<file path="src/gpc_pkg.sv">
package gpc_pkg;
    localparam int          DATA_W          = 24;
    localparam int          ADDR_W          = 8;
    localparam int          PIN_COUNT       = 4;
    localparam logic [7:0]  PIN_CONTROL_OFS = 8'h06;
    localparam logic [7:0]  STREAM_DATA_OFS = 8'h40;
    localparam logic [7:0]  STREAM_STAT_OFS = 8'h41;
    localparam logic [23:0] PIN_CONTROL_RST = 24'h000000;
    localparam int          WORD_FRAMING_BIT = 18;
    localparam int          LINK_ENABLE_BIT  = 16;
    localparam int          PIN_FIELD_STRIDE = 4;
    localparam int          MODE_LSB_OFS     = 2;
    localparam int          DRIVE_BIT_OFS    = 1;
    localparam int          SAMPLE_BIT_OFS   = 0;
    localparam logic [23:0] WRITABLE_MASK   = 24'h05eeee;
    localparam logic [1:0]  MODE_HIGHZ      = 2'h0;
    localparam logic [1:0]  MODE_INPUT      = 2'h1;
    localparam logic [1:0]  MODE_OUTPUT     = 2'h2;
    localparam logic [1:0]  MODE_OPENDRAIN  = 2'h3;
    localparam int          CLK_HZ          = 25000000;
    localparam int          WORD_RATE_HZ    = 128000;
    localparam int          WORD_PERIOD_CYC = CLK_HZ / WORD_RATE_HZ;
    localparam int          BIT_DIV_CYC     = 2;
    localparam int          WORD_W          = 24;
    localparam int          FIFO_DEPTH      = 8;
    typedef enum logic [1:0] {
        GPC_IDLE  = 2'h0,
        GPC_SHIFT = 2'h1,
        GPC_GAP   = 2'h3
    } gpc_link_e;
endpackage

</file>
<file path="src/gpc_ctrl.sv">
`timescale 1ns/1ps
// How it works
// - bit 18 clear frames whole frame with chip select, set frames each word.
// - bit 16 enables secondary link on pins 0..2 at 128 kHz word rate.
// - link enabled overrides pins 0..2 settings; pin 3 follows its own bits.
// - each pin has a two-bit mode field at 15:14, 11:10, 7:6, 3:2.
// - mode 00 high impedance, 01 input, 10 driven output, 11 open drain.
// - drive value bits 13, 9, 5, 1 set driven level in output modes.
// - sample bits 12, 8, 4, 0 read pin level in input mode, read only.
// - after reset the register reads zero: pins idle, link off.
module gpc_ctrl #(
    parameter int WORD_PERIOD = gpc_pkg::WORD_PERIOD_CYC,
    parameter int BIT_DIV     = gpc_pkg::BIT_DIV_CYC,
    parameter int DEPTH       = gpc_pkg::FIFO_DEPTH
) (
    input  wire logic                        core_clk,
    input  wire logic                        reset,
    input  wire logic [gpc_pkg::ADDR_W-1:0]  regAddr,
    input  wire logic [gpc_pkg::DATA_W-1:0]  regWrData,
    input  wire logic                        regWrite,
    input  wire logic                        regRead,
    output logic      [gpc_pkg::DATA_W-1:0]  regRdData,
    input  wire logic [gpc_pkg::WORD_W-1:0]  ecgWord,
    input  wire logic                        ecgValid,
    input  wire logic                        ecgFrameEnd,
    output logic                             ecgReady,
    input  wire logic [3:0]                  pinIn,
    output logic      [3:0]                  pinOut,
    output logic      [3:0]                  pinOe
);
    localparam int CW = 16;
    initial begin
        if (WORD_PERIOD < (gpc_pkg::WORD_W + 2) * 2 * BIT_DIV || BIT_DIV < 1
            || WORD_PERIOD >= (1 << CW)) begin
            $error("gpc_ctrl: word period too short for one word");
        end
    end
    typedef struct packed {
        logic [gpc_pkg::DATA_W-1:0] ctrl;
        logic [gpc_pkg::DATA_W-1:0] rdData;
        logic [3:0]                 sampled;
        gpc_pkg::gpc_link_e         link;
        logic [CW-1:0]              wordCnt;
        logic [CW-1:0]              divCnt;
        logic [4:0]                 bitCnt;
        logic [gpc_pkg::WORD_W-1:0] shift;
        logic                       sclk;
        logic                       csN;
        logic                       frameOpen;
        logic                       lastWord;
        logic [3:0]                 pinOut;
        logic [3:0]                 pinOe;
        logic [7:0]                 overflowCnt;
    } gpc_ctrl_s;
    gpc_ctrl_s stReg;
    gpc_ctrl_s stNext;
    logic [gpc_pkg::WORD_W:0] fifoIn;
    logic [gpc_pkg::WORD_W:0] fifoOut;
    logic                     fifoValid;
    logic                     fifoPop;
    logic                     fifoEmpty;
    logic                     fifoInReady;
    logic                     linkOn;
    logic                     wordFraming;
    logic                     wordTick;
    logic                     bitTick;
    function automatic logic [1:0] pinMode(input logic [23:0] c, input int p);
        pinMode = c[p * gpc_pkg::PIN_FIELD_STRIDE + gpc_pkg::MODE_LSB_OFS +: 2];
    endfunction
    function automatic logic pinDrive(input logic [23:0] c, input int p);
        pinDrive = c[p * gpc_pkg::PIN_FIELD_STRIDE + gpc_pkg::DRIVE_BIT_OFS];
    endfunction
    assign fifoIn = {ecgFrameEnd, ecgWord};
    assign ecgReady = fifoInReady;
    gpc_fifo #(
        .WIDTH (gpc_pkg::WORD_W + 1),
        .DEPTH (DEPTH)
    ) u_fifo (
        .core_clk  (core_clk),
        .reset     (reset),
        .inData    (fifoIn),
        .inValid   (ecgValid && linkOn),
        .inReady   (fifoInReady),
        .outData   (fifoOut),
        .outValid  (fifoValid),
        .outReady  (fifoPop),
        .fifoEmpty (fifoEmpty)
    );
    always_comb begin
        linkOn      = stReg.ctrl[gpc_pkg::LINK_ENABLE_BIT];
        wordFraming = stReg.ctrl[gpc_pkg::WORD_FRAMING_BIT];
        wordTick    = stReg.wordCnt == CW'(WORD_PERIOD - 1);
        bitTick     = stReg.divCnt == CW'(BIT_DIV - 1);
        fifoPop     = 1'b0;
        stNext      = stReg;
        // pin levels taken as synchronous; two register stages (sampled, then the sample bit) for a stable readback
        stNext.sampled = pinIn;
        // register port
        if (regWrite && regAddr == gpc_pkg::PIN_CONTROL_OFS) begin
            // sample bits and reserved bits are not stored
            stNext.ctrl = regWrData & gpc_pkg::WRITABLE_MASK;
        end
        for (int p = 0; p < gpc_pkg::PIN_COUNT; p++) begin
            stNext.ctrl[p * gpc_pkg::PIN_FIELD_STRIDE + gpc_pkg::SAMPLE_BIT_OFS] =
                (pinMode(stReg.ctrl, p) == gpc_pkg::MODE_INPUT)
                && !(linkOn && p < 3) && stReg.sampled[p];
        end
        stNext.rdData = '0;
        if (regRead) begin
            case (regAddr)
                gpc_pkg::PIN_CONTROL_OFS: stNext.rdData = stReg.ctrl;
                gpc_pkg::STREAM_STAT_OFS: stNext.rdData = {14'h0000, fifoEmpty,
                                                           !fifoInReady, stReg.overflowCnt};
                default:                  stNext.rdData = '0;
            endcase
        end
        if (ecgValid && linkOn && !fifoInReady && stReg.overflowCnt != 8'hff) begin
            // dropped when the stream is stalled past the fifo; counted, saturating
            stNext.overflowCnt = stReg.overflowCnt + 8'h01;
        end
        // word rate divider
        stNext.wordCnt = wordTick ? '0 : stReg.wordCnt + 1'b1;
        // secondary link
        case (stReg.link)
            gpc_pkg::GPC_IDLE: begin
                stNext.sclk   = 1'b0;
                stNext.divCnt = '0;
                if (wordTick && fifoValid && linkOn) begin
                    fifoPop          = 1'b1;
                    stNext.shift     = fifoOut[gpc_pkg::WORD_W-1:0];
                    stNext.lastWord  = fifoOut[gpc_pkg::WORD_W];
                    stNext.bitCnt    = 5'(gpc_pkg::WORD_W - 1);
                    stNext.csN       = 1'b0;
                    stNext.frameOpen = 1'b1;
                    stNext.link      = gpc_pkg::GPC_SHIFT;
                end
            end
            gpc_pkg::GPC_SHIFT: begin
                stNext.divCnt = bitTick ? '0 : stReg.divCnt + 1'b1;
                if (bitTick) begin
                    stNext.sclk = !stReg.sclk;
                    if (stReg.sclk) begin
                        stNext.shift = {stReg.shift[gpc_pkg::WORD_W-2:0], 1'b0};
                        if (stReg.bitCnt == '0) begin
                            stNext.link = gpc_pkg::GPC_GAP;
                        end else begin
                            stNext.bitCnt = stReg.bitCnt - 5'h01;
                        end
                    end
                end
            end
            gpc_pkg::GPC_GAP: begin
                stNext.sclk = 1'b0;
                // per-word framing releases after every word, else only at frame end
                if (wordFraming || stReg.lastWord) begin
                    stNext.csN       = 1'b1;
                    stNext.frameOpen = 1'b0;
                end
                stNext.link = gpc_pkg::GPC_IDLE;
            end
            default: stNext.link = gpc_pkg::GPC_IDLE;
        endcase
        if (!linkOn) begin
            // disabling mid-word aborts it; pin 0 then follows its mode bits, so partner sees select rise only if they release it or drive it high
            stNext.link      = gpc_pkg::GPC_IDLE;
            stNext.csN       = 1'b1;
            stNext.sclk      = 1'b0;
            stNext.frameOpen = 1'b0;
        end
        // pin drivers
        for (int p = 0; p < gpc_pkg::PIN_COUNT; p++) begin
            case (pinMode(stNext.ctrl, p))
                gpc_pkg::MODE_OUTPUT: begin
                    stNext.pinOe[p]  = 1'b1;
                    stNext.pinOut[p] = pinDrive(stNext.ctrl, p);
                end
                gpc_pkg::MODE_OPENDRAIN: begin
                    stNext.pinOe[p]  = !pinDrive(stNext.ctrl, p);
                    stNext.pinOut[p] = 1'b0;
                end
                default: begin
                    stNext.pinOe[p]  = 1'b0;
                    stNext.pinOut[p] = 1'b0;
                end
            endcase
        end
        if (stNext.ctrl[gpc_pkg::LINK_ENABLE_BIT]) begin
            // pins 0..2 become chip select, clock, data; pin 3 untouched
            stNext.pinOe[2:0]  = 3'h7;
            stNext.pinOut[0]   = stNext.csN;
            stNext.pinOut[1]   = stNext.sclk;
            stNext.pinOut[2]   = stNext.shift[gpc_pkg::WORD_W-1];
        end
    end
    always_ff @(posedge core_clk) begin
        if (reset) begin
            stReg       <= '0;
            stReg.ctrl  <= gpc_pkg::PIN_CONTROL_RST;
            stReg.csN   <= 1'b1;
            stReg.link  <= gpc_pkg::GPC_IDLE;
        end else begin
            stReg <= stNext;
        end
    end
    assign regRdData = stReg.rdData;
    assign pinOut    = stReg.pinOut;
    assign pinOe     = stReg.pinOe;
endmodule // gpc_ctrl

</file>
<file path="src/gpc_fifo.sv">
`timescale 1ns/1ps
module gpc_fifo #(
    parameter int WIDTH = 24,
    parameter int DEPTH = 8
) (
    input  wire logic             core_clk,
    input  wire logic             reset,
    input  wire logic [WIDTH-1:0] inData,
    input  wire logic             inValid,
    output logic                  inReady,
    output logic      [WIDTH-1:0] outData,
    output logic                  outValid,
    input  wire logic             outReady,
    output logic                  fifoEmpty
);
    localparam int AW = $clog2(DEPTH);
    initial begin
        if (DEPTH < 2 || (DEPTH & (DEPTH - 1)) != 0 || WIDTH < 1) begin
            $error("gpc_fifo: depth must be a power of two of at least 2");
        end
    end
    typedef struct packed {
        logic [AW:0]      wrPtr;
        logic [AW:0]      rdPtr;
        logic [WIDTH-1:0] head;
        logic             headValid;
    } gpc_fifo_s;
    logic [WIDTH-1:0] memReg [DEPTH];
    gpc_fifo_s stReg;
    gpc_fifo_s stNext;
    logic      push;
    logic      pop;
    logic      load;
    logic [AW:0] count;
    always_comb begin
        count    = stReg.wrPtr - stReg.rdPtr;
        inReady  = count != (AW + 1)'(DEPTH);
        push     = inValid && inReady;
        pop      = stReg.headValid && outReady;
        load     = (count != '0) && (!stReg.headValid || pop);
        stNext   = stReg;
        if (push) begin
            stNext.wrPtr = stReg.wrPtr + 1'b1;
        end
        if (load) begin
            stNext.head      = memReg[stReg.rdPtr[AW-1:0]];
            stNext.headValid = 1'b1;
            stNext.rdPtr     = stReg.rdPtr + 1'b1;
        end else if (pop) begin
            stNext.headValid = 1'b0;
        end
    end
    always_ff @(posedge core_clk) begin
        if (reset) begin
            stReg <= '0;
        end else begin
            stReg <= stNext;
        end
        if (push) begin
            memReg[stReg.wrPtr[AW-1:0]] <= inData;
        end
    end
    assign outData   = stReg.head;
    assign outValid  = stReg.headValid;
    assign fifoEmpty = !stReg.headValid && (count == '0);
endmodule // gpc_fifo

</file>
<file path="config.mk">
export PLATFORM = sky130hd
export DESIGN_NAME = gpc_ctrl
export DESIGN_NICKNAME = d
export VERILOG_FILES = /design/src/gpc_pkg.sv /design/src/gpc_ctrl.sv /design/src/gpc_fifo.sv
export SDC_FILE = /design/constraint.sdc
export NUM_CORES = 1
export LEC_CHECK = 0
export BUFFER_PORTS_ARGS = -buffer_cell sky130_fd_sc_hd__buf_2
export CAP_MARGIN = 20
export CORE_MARGIN = 2
export CORE_UTILIZATION = 65
export DETAILED_ROUTE_END_ITERATION = 8
export PLACE_DENSITY = 0.85
export SYNTH_ARGS = -nofsm -noshare
export SYNTH_HDL_FRONTEND = slang
export SYNTH_SLANG_ARGS = --single-unit
</file>
<file path="constraint.sdc">
create_clock -name core_clk -period 9.4 [get_ports core_clk]
set_input_delay 0.94 -clock core_clk [delete_from_list [all_inputs] [get_ports core_clk]]
set_output_delay 0.94 -clock core_clk [all_outputs]
set_load 0.01 [all_outputs]
</file>
==> metrics, run 1 <==
Main synth FF type edfxtp_1; DRC 0; die area 0.0233 sq mm; Synth area leaders edfxtp_1, dfxtp_1, mux4_2; Worst-path clk slew 60 ps; Slew Viols, Final 0; DR pass1 iterations 7; via count 9,164; worst endpoint required time 9820 ps; layout overhead on the synthesized area 11.1%; Final Hold Fails 0; Slew HR 32.6%; Clock Root Buffer clkbuf_16; post-synth top area cell edfxtp_1; number of DRC markers in iteration 0 762; Hold Crit Class reg -> reg; CTS tree built; DR WL/cell 20.3 microns; crit path launch type register; Setup violations, final 0; dpl hpwl 16,700 microns; cts bufs inserted 36; status finished, final reports clean; vias per cell 6.28; Crit. Startpoint u_fifo.stReg[27]; vias in the first global route 9,021; Crit Path Class reg -> reg; peak supply drop 195 uV; critical-path cell list buf_4 -> inv_1 -> ha_1 -> nor2b_1 -> o21a_1 -> or3_1 -> a31oi_1 -> and4_2 -> mux2_2; # fillers 1,355; R2R Path End u_fifo.stReg[33]; clk buf depth 3; IO Pins 99; post-synthesis sequential area ratio 63.5%; Reg2Reg Setup Slack 5180 ps; Setup crit end kind register; postcts setup bufs 0; Slowest Stage Delay on Critical Path 910 ps; die width 153 microns; area share of the largest cell type after synthesis 41.8%; Max Freq 0.237 GHz; final worst-path cycle share 44.9%; first-pass GRT wire length 47,100 microns; Final GP Congestion 0.766; Rows 54; GRT Residual Overflow 0; max-cap viol count 0; Hold Crit Depth 1; setup_tns 0 ps; EDFF count, synth 200; crit-path max FO 54; Initial Util 66.1%; Nets 1,232; Global Route Usage Sum 25.2%; CTS resizes 0; layout cell share with drive strength beyond 1 21.3%; Post-Syn Instances 1,102; measured slew at the worst slew-check pin 1010 ps; PwrDens 229 mW/mm^2; pin count of the biggest net entering global routing 83; Die Height 153 microns; clock sinks 356; hold path endpoint regRdData[12]; worst r2r path cells 9; share of flip-flops with an asynchronous set or reset 0%; initial antenna violation count 1; H-tree depth 2; RSZ-0062 raised after global routing false; wirelength, routed 29,600 microns; Register Area 0.00913 sq mm; synth unique cells 64; worst-skew pair later-pin latency 540 ps; Mapped Area 0.0144 sq mm; buffers added on ports 82; FF-to-FF Start u_fifo.stReg[27]; total power 3.66 mW; synthesized flop and latch total 356; hold path startpoint stReg[123]; leakage power 5.43 nW; multi-input logic area 0.00476 sq mm; warnings from Yosys 0; Data arrival, critical path 4630 ps; core footprint 0.0218 sq mm; Post-CTS Hold Fix Bufs 0; clk_skew 20.8 ps; Final min period 4220 ps; Post-Syn Area per Cell 13.1 sq um; slowest CP cell and4_2; Antenna Nets Post-Route 0
cells by family after synthesis:
logic type / share of synthesized area (%)
flip-flops: 63.5
XOR/XNOR: 1.10
AO/OA/AOI/OAI: 9.01
other: 0.0261
AND/OR/NAND/NOR: 12.7
adder cells (fa/ha/maj): 1.31
buffers and inverters: 3.96
multiplexers: 8.40
Yosys cell counts (6+ instances only):
cell type and count:
and2_1 9, edfxtp_1 200, a22oi_1 9, inv_1 15, mux2i_1 6, nand2b_1 9
clkbuf_1 41, a21oi_1 41, a221oi_1 22, or3_1 8, a311oi_2 19, xor2_1 7
nor2_1 110, a311oi_1 17, nand2_1 114, nor3_1 39, dfxtp_1 156, o21ai_0 19
xnor2_1 11, and3_1 17, nand3_1 28, buf_4 33, ha_1 15, mux4_2 50
nand3b_1 6, buf_2 11, nor2b_1 8
area by class of cell:
cell class                      count  area share, %
Sequential cell                   356           57.2
Multi-Input combinational cell    642           29.8
Clock buffer                       44           5.89
Timing Repair Buffer               99           3.38
Tap cell                          280           2.19
Clock inverter                     21           1.17
Inverter                           16          0.376
Antenna cell                        1         0.0157
flip-flops by register name (all words and copies together), names as in the netlist:
name and flops:
u_fifo.stReg 8, u_fifo.outValid 1, pinOe 4, regRdData 18, stReg 95, u_fifo.outData 25
pinOut 4, u_fifo.memReg 200, linkOn 1
routing by layer:
metal	GRT usage [%]	wire length [microns]	up-vias
li1	-	-	4215
met1	33.1	11900	4503
met2	43.5	15200	377
met3	3.56	1810	69
met4	8.91	799	0
met5	0	0	-
worst max path at each step:
stage,to,depth (start not counted)
2_1_floorplan,u_fifo.memReg[0][0],9
4_1_cts,u_fifo.stReg[33],9
6_report,u_fifo.stReg[33],9
3_3_place_gp,u_fifo.stReg[33],9
3_5_place_dp,u_fifo.stReg[33],9
5_1_grt,u_fifo.stReg[33],9
through the flow:
stage	cell area [sq um]	instances	hold slack, ps	util [%]	setup WS [ps]
floorplan	14400	1107	406	-	3790
global placement	14800	1393	410	68.2	5270
detailed placement	14800	1393	416	68.2	5230
CTS	16000	1458	428	73.4	5180
global route	16000	1459	439	73.4	4890
finish	16000	1459	424	73.4	5180
layout by cell type (no fill, tap or decap), types with 4 or more instances in the layout:
cell	count
edfxtp_1	200
dfxtp_1	154
nand2_1	114
nor2_1	110
buf_2	81
mux4_2	50
a21oi_1	41
nor3_1	37
clkbuf_16	36
nand3_1	28
a221oi_1	22
o21ai_0	19
a311oi_2	19
buf_4	18
and3_1	17
a311oi_1	17
inv_1	15
ha_1	15
xnor2_1	11
clkinv_2	10
nand2b_1	9
and2_1	9
a22oi_1	9
nor2b_1	8
or3_1	8
xor2_1	7
clkbuf_1	7
mux2i_1	6
nand3b_1	6
conb_1	6
clkinv_1	5
a31oi_1	5
nor4_1	5
a31o_2	5
or4_1	4
nand4_1	4
o31ai_1	4
worst max-delay path: cells and delay by family (launching register included):
kind,cells,cell delay (ps)
AND/OR/NAND/NOR,3,1430
AO/OA/AOI/OAI,2,900
buffers and inverters,2,710
multiplexers,1,410
adder cells (fa/ha/maj),1,330
flip-flops,1,310
report_power, final:
group / leakage (nW) / switching (mW) / internal (mW) / total (mW)
combinational: 1.81 / 0.301 / 0.247 / 0.549
sequential: 3.06 / 0.0512 / 1.69 / 1.74
clock: 0.558 / 0.590 / 0.777 / 1.37
total: 5.43 / 0.943 / 2.71 / 3.66
No activity file was read; power rests on OpenSTA's default activity.
==> run 2: changes to the inputs <==
--- a/config.mk
+++ b/config.mk
@@ -5,12 +5,13 @@
 export SDC_FILE = /design/constraint.sdc
 export NUM_CORES = 1
 export LEC_CHECK = 0
+export ABC_AREA = 1
 export BUFFER_PORTS_ARGS = -buffer_cell sky130_fd_sc_hd__buf_2
 export CAP_MARGIN = 20
 export CORE_MARGIN = 2
-export CORE_UTILIZATION = 65
+export CORE_UTILIZATION = 61
 export DETAILED_ROUTE_END_ITERATION = 8
-export PLACE_DENSITY = 0.85
+export PLACE_DENSITY = 0.8
 export SYNTH_ARGS = -nofsm -noshare
 export SYNTH_HDL_FRONTEND = slang
 export SYNTH_SLANG_ARGS = --single-unit
==> constraint.sdc (replaced) <==
create_clock -name core_clk -period 4.3 [get_ports core_clk]
set_input_delay 0.43 -clock core_clk [delete_from_list [all_inputs] [get_ports core_clk]]
set_output_delay 0.43 -clock core_clk [all_outputs]
set_load 0.01 [all_outputs]
==> run 2 against run 1 <==
Compared with the run above:
- global-route usage grew 0.10 points
- register-to-register slack worse by 3700 ps
- critical endpoint is now u_fifo.memReg[2][14]
- sequential share of layout area is 3.2 points lower
- non-clock buffer count is 4 higher
- clock power rose by 120%
- synthesized area grew 6.5%
- combinational power grew to 3.3 times the previous value
- sequential cell count unchanged
==> metrics, run 2 <==
status finished, final reports clean; H-tree depth 2; core footprint 0.0245 sq mm; pin count of the biggest net entering global routing 79; IO Pins 99; die area 0.0264 sq mm; R2R Path End u_fifo.memReg[2][14]; # fillers 1,820; most common cell after layout, fill and taps aside nand2_1; share of flip-flops with an asynchronous set or reset 0%; Placement Setup Slack 1480 ps; final worst-path cycle share 65.7%; hold path startpoint pinIn[2]; worst r2r path cells 11; clock sinks 356; CP bufs+invs 3; hold path endpoint stReg[85]; Data arrival, critical path 3000 ps; Rows 57; Final GP Congestion 0.877; wirelength, routed 32,800 microns; clk buf depth 3; Post-Syn Instances 1,664; DRC 0; Reg2Reg Setup Slack 1470 ps; Setup violations, final 0; vias per cell 5.57; area share of the largest cell type after synthesis 39.2%; total power 8.64 mW; slowest CP cell dfxtp_2; cts bufs inserted 36; measured slew at the worst slew-check pin 836 ps; commonest cells after routing, fill and taps aside nand2_1, nor2_1, edfxtp_1; layout cell share with drive strength beyond 1 12.4%; FF-to-FF Start u_fifo.stReg[26]; peak supply drop 465 uV; Final min period 2830 ps; Slowest Stage Delay on Critical Path 710 ps; Global Route Usage Sum 25.3%; Antenna Nets Post-Route 0; DR pass1 iterations 5; Slew Viols, Final 0; CTS resizes 0; buffers added on ports 82; Post-CTS Hold Fix Bufs 0; Non-Filler Instances 2,058; Max Freq 0.354 GHz; PwrDens 511 mW/mm^2; Slew HR 44.2%; synth unique cells 47; Initial Util 62.6%; critical path's top delay family simple AND/OR/NAND/NOR gates; GRT Residual Overflow 0; leakage power 6.63 nW; synthesized flop and latch total 356; DR WL/cell 15.9 microns; vias in the first global route 11,100; initial antenna violation count 1; Hold Crit Class in -> reg; die width 162 microns; postcts setup bufs 0; Die Height 162 microns; CTS tree built; number of DRC markers in iteration 0 1,008; RSZ-0062 raised after global routing false; Mapped Area 0.0153 sq mm; crit path launch type register; post-synthesis sequential area ratio 59.6%; post-synth top area cell edfxtp_1; Nets 1,787; layout overhead on the synthesized area 10.5%; Synth top cells by count nand2_1, nor2_1, edfxtp_1; most numerous cell in the Yosys netlist nand2_1; EDFF count, synth 200; Post-Syn Area per Cell 9.20 sq um; worst endpoint required time 4480 ps; worst-skew pair later-pin latency 530 ps; Placed Cells 1,991; max reg flops 200; clk_skew 15.9 ps; Clock Root Buffer clkbuf_16; warnings from Yosys 0; setup_tns 0 ps; first-pass GRT wire length 53,500 microns; critical-path cell list ha_1 -> inv_1 -> nand3_1 -> nand2_1 -> xor2_1 -> nand2_1 -> nand2_2 -> inv_2 -> nand2_2 -> nor2_2 -> buf_4; Worst-path clk slew 60 ps; via count 11,500; Synth area leaders edfxtp_1, dfxtp_1, nand2_1; final design utilization 69.2%; dpl hpwl 18,900 microns; Final Hold Fails 0; Main synth FF type edfxtp_1; crit-path max FO 28; final worst slack 1470 ps; max-cap viol count 0; antenna fix cells 0; Setup crit end kind register; Hold Crit Depth 3; Crit Path Class reg -> reg
[run 2: cell types whose count changed after synthesis, sizes merged, moves of 50 or more]
cell and delta:
inv +104, mux4 -50, o22ai +52, nand2 +217, nor2 +171, o21ai +143
[run 2: worst max-delay path by stage]
| stage | startpoint | slack, ps | cells after the start | to |
|---|---|---|---|---|
| after floorplan | u_fifo.stReg[28] | 200 | 11 | u_fifo.memReg[6][0] |
| after global placement | u_fifo.stReg[26] | 1550 | 11 | u_fifo.memReg[3][19] |
| after detailed placement | u_fifo.stReg[26] | 1480 | 11 | u_fifo.memReg[2][13] |
| after CTS | u_fifo.stReg[26] | 1470 | 11 | u_fifo.memReg[2][8] |
| after global routing | u_fifo.stReg[26] | 1300 | 11 | u_fifo.memReg[3][6] |
| final | u_fifo.stReg[26] | 1470 | 11 | u_fifo.memReg[2][14] |
[run 2: cell families after synthesis]
kind of cell | count (synthesis) | synth area share [%]
xor+xnor | 17 | 1.14
flops | 356 | 59.6
buf+inv | 228 | 6.91
simple gates | 746 | 20.4
compound gates | 301 | 10.6
fa+ha+maj | 15 | 1.23
other cells | 1 | 0.0245
[run 2: routing by layer]
metal	GRT usage, %	vias to the layer above	share of wire (%)
met5	0	-	0
met4	8.09	0	2.1
met3	4.18	61	7.1
met2	44.8	404	50
met1	32.0	5359	41
li1	-	5638	-
[run 2: tightest hold or removal path: stages]
cell and delay, ps:
buf_2 90, inv_1 40, nor2_1 30
[run 2: final cells by class]
class	count	area, sq um	area share (%)
inverters	124	467	2.76
well taps	324	405	2.40
flip-flops and latches	356	9130	54.0
multi-input cells	1085	5170	30.5
clock inverters	16	164	0.969
repair buffers	103	568	3.36
clock buffers	50	1010	6.00
[run 2: stage by stage]
stage	hold slack, ps	cell area, sq um
floorplan	397	15300
global placement	406	15700
detailed placement	411	15700
CTS	106	16900
global route	120	16900
finish	117	16900
[run 2: power breakdown]
| part | leakage (nW) | internal (mW) | switching [mW] |
|---|---|---|---|
| registers | 3.06 | 3.70 | 0.0963 |
| clock network | 0.577 | 1.79 | 1.27 |
| logic | 2.99 | 0.553 | 1.23 |
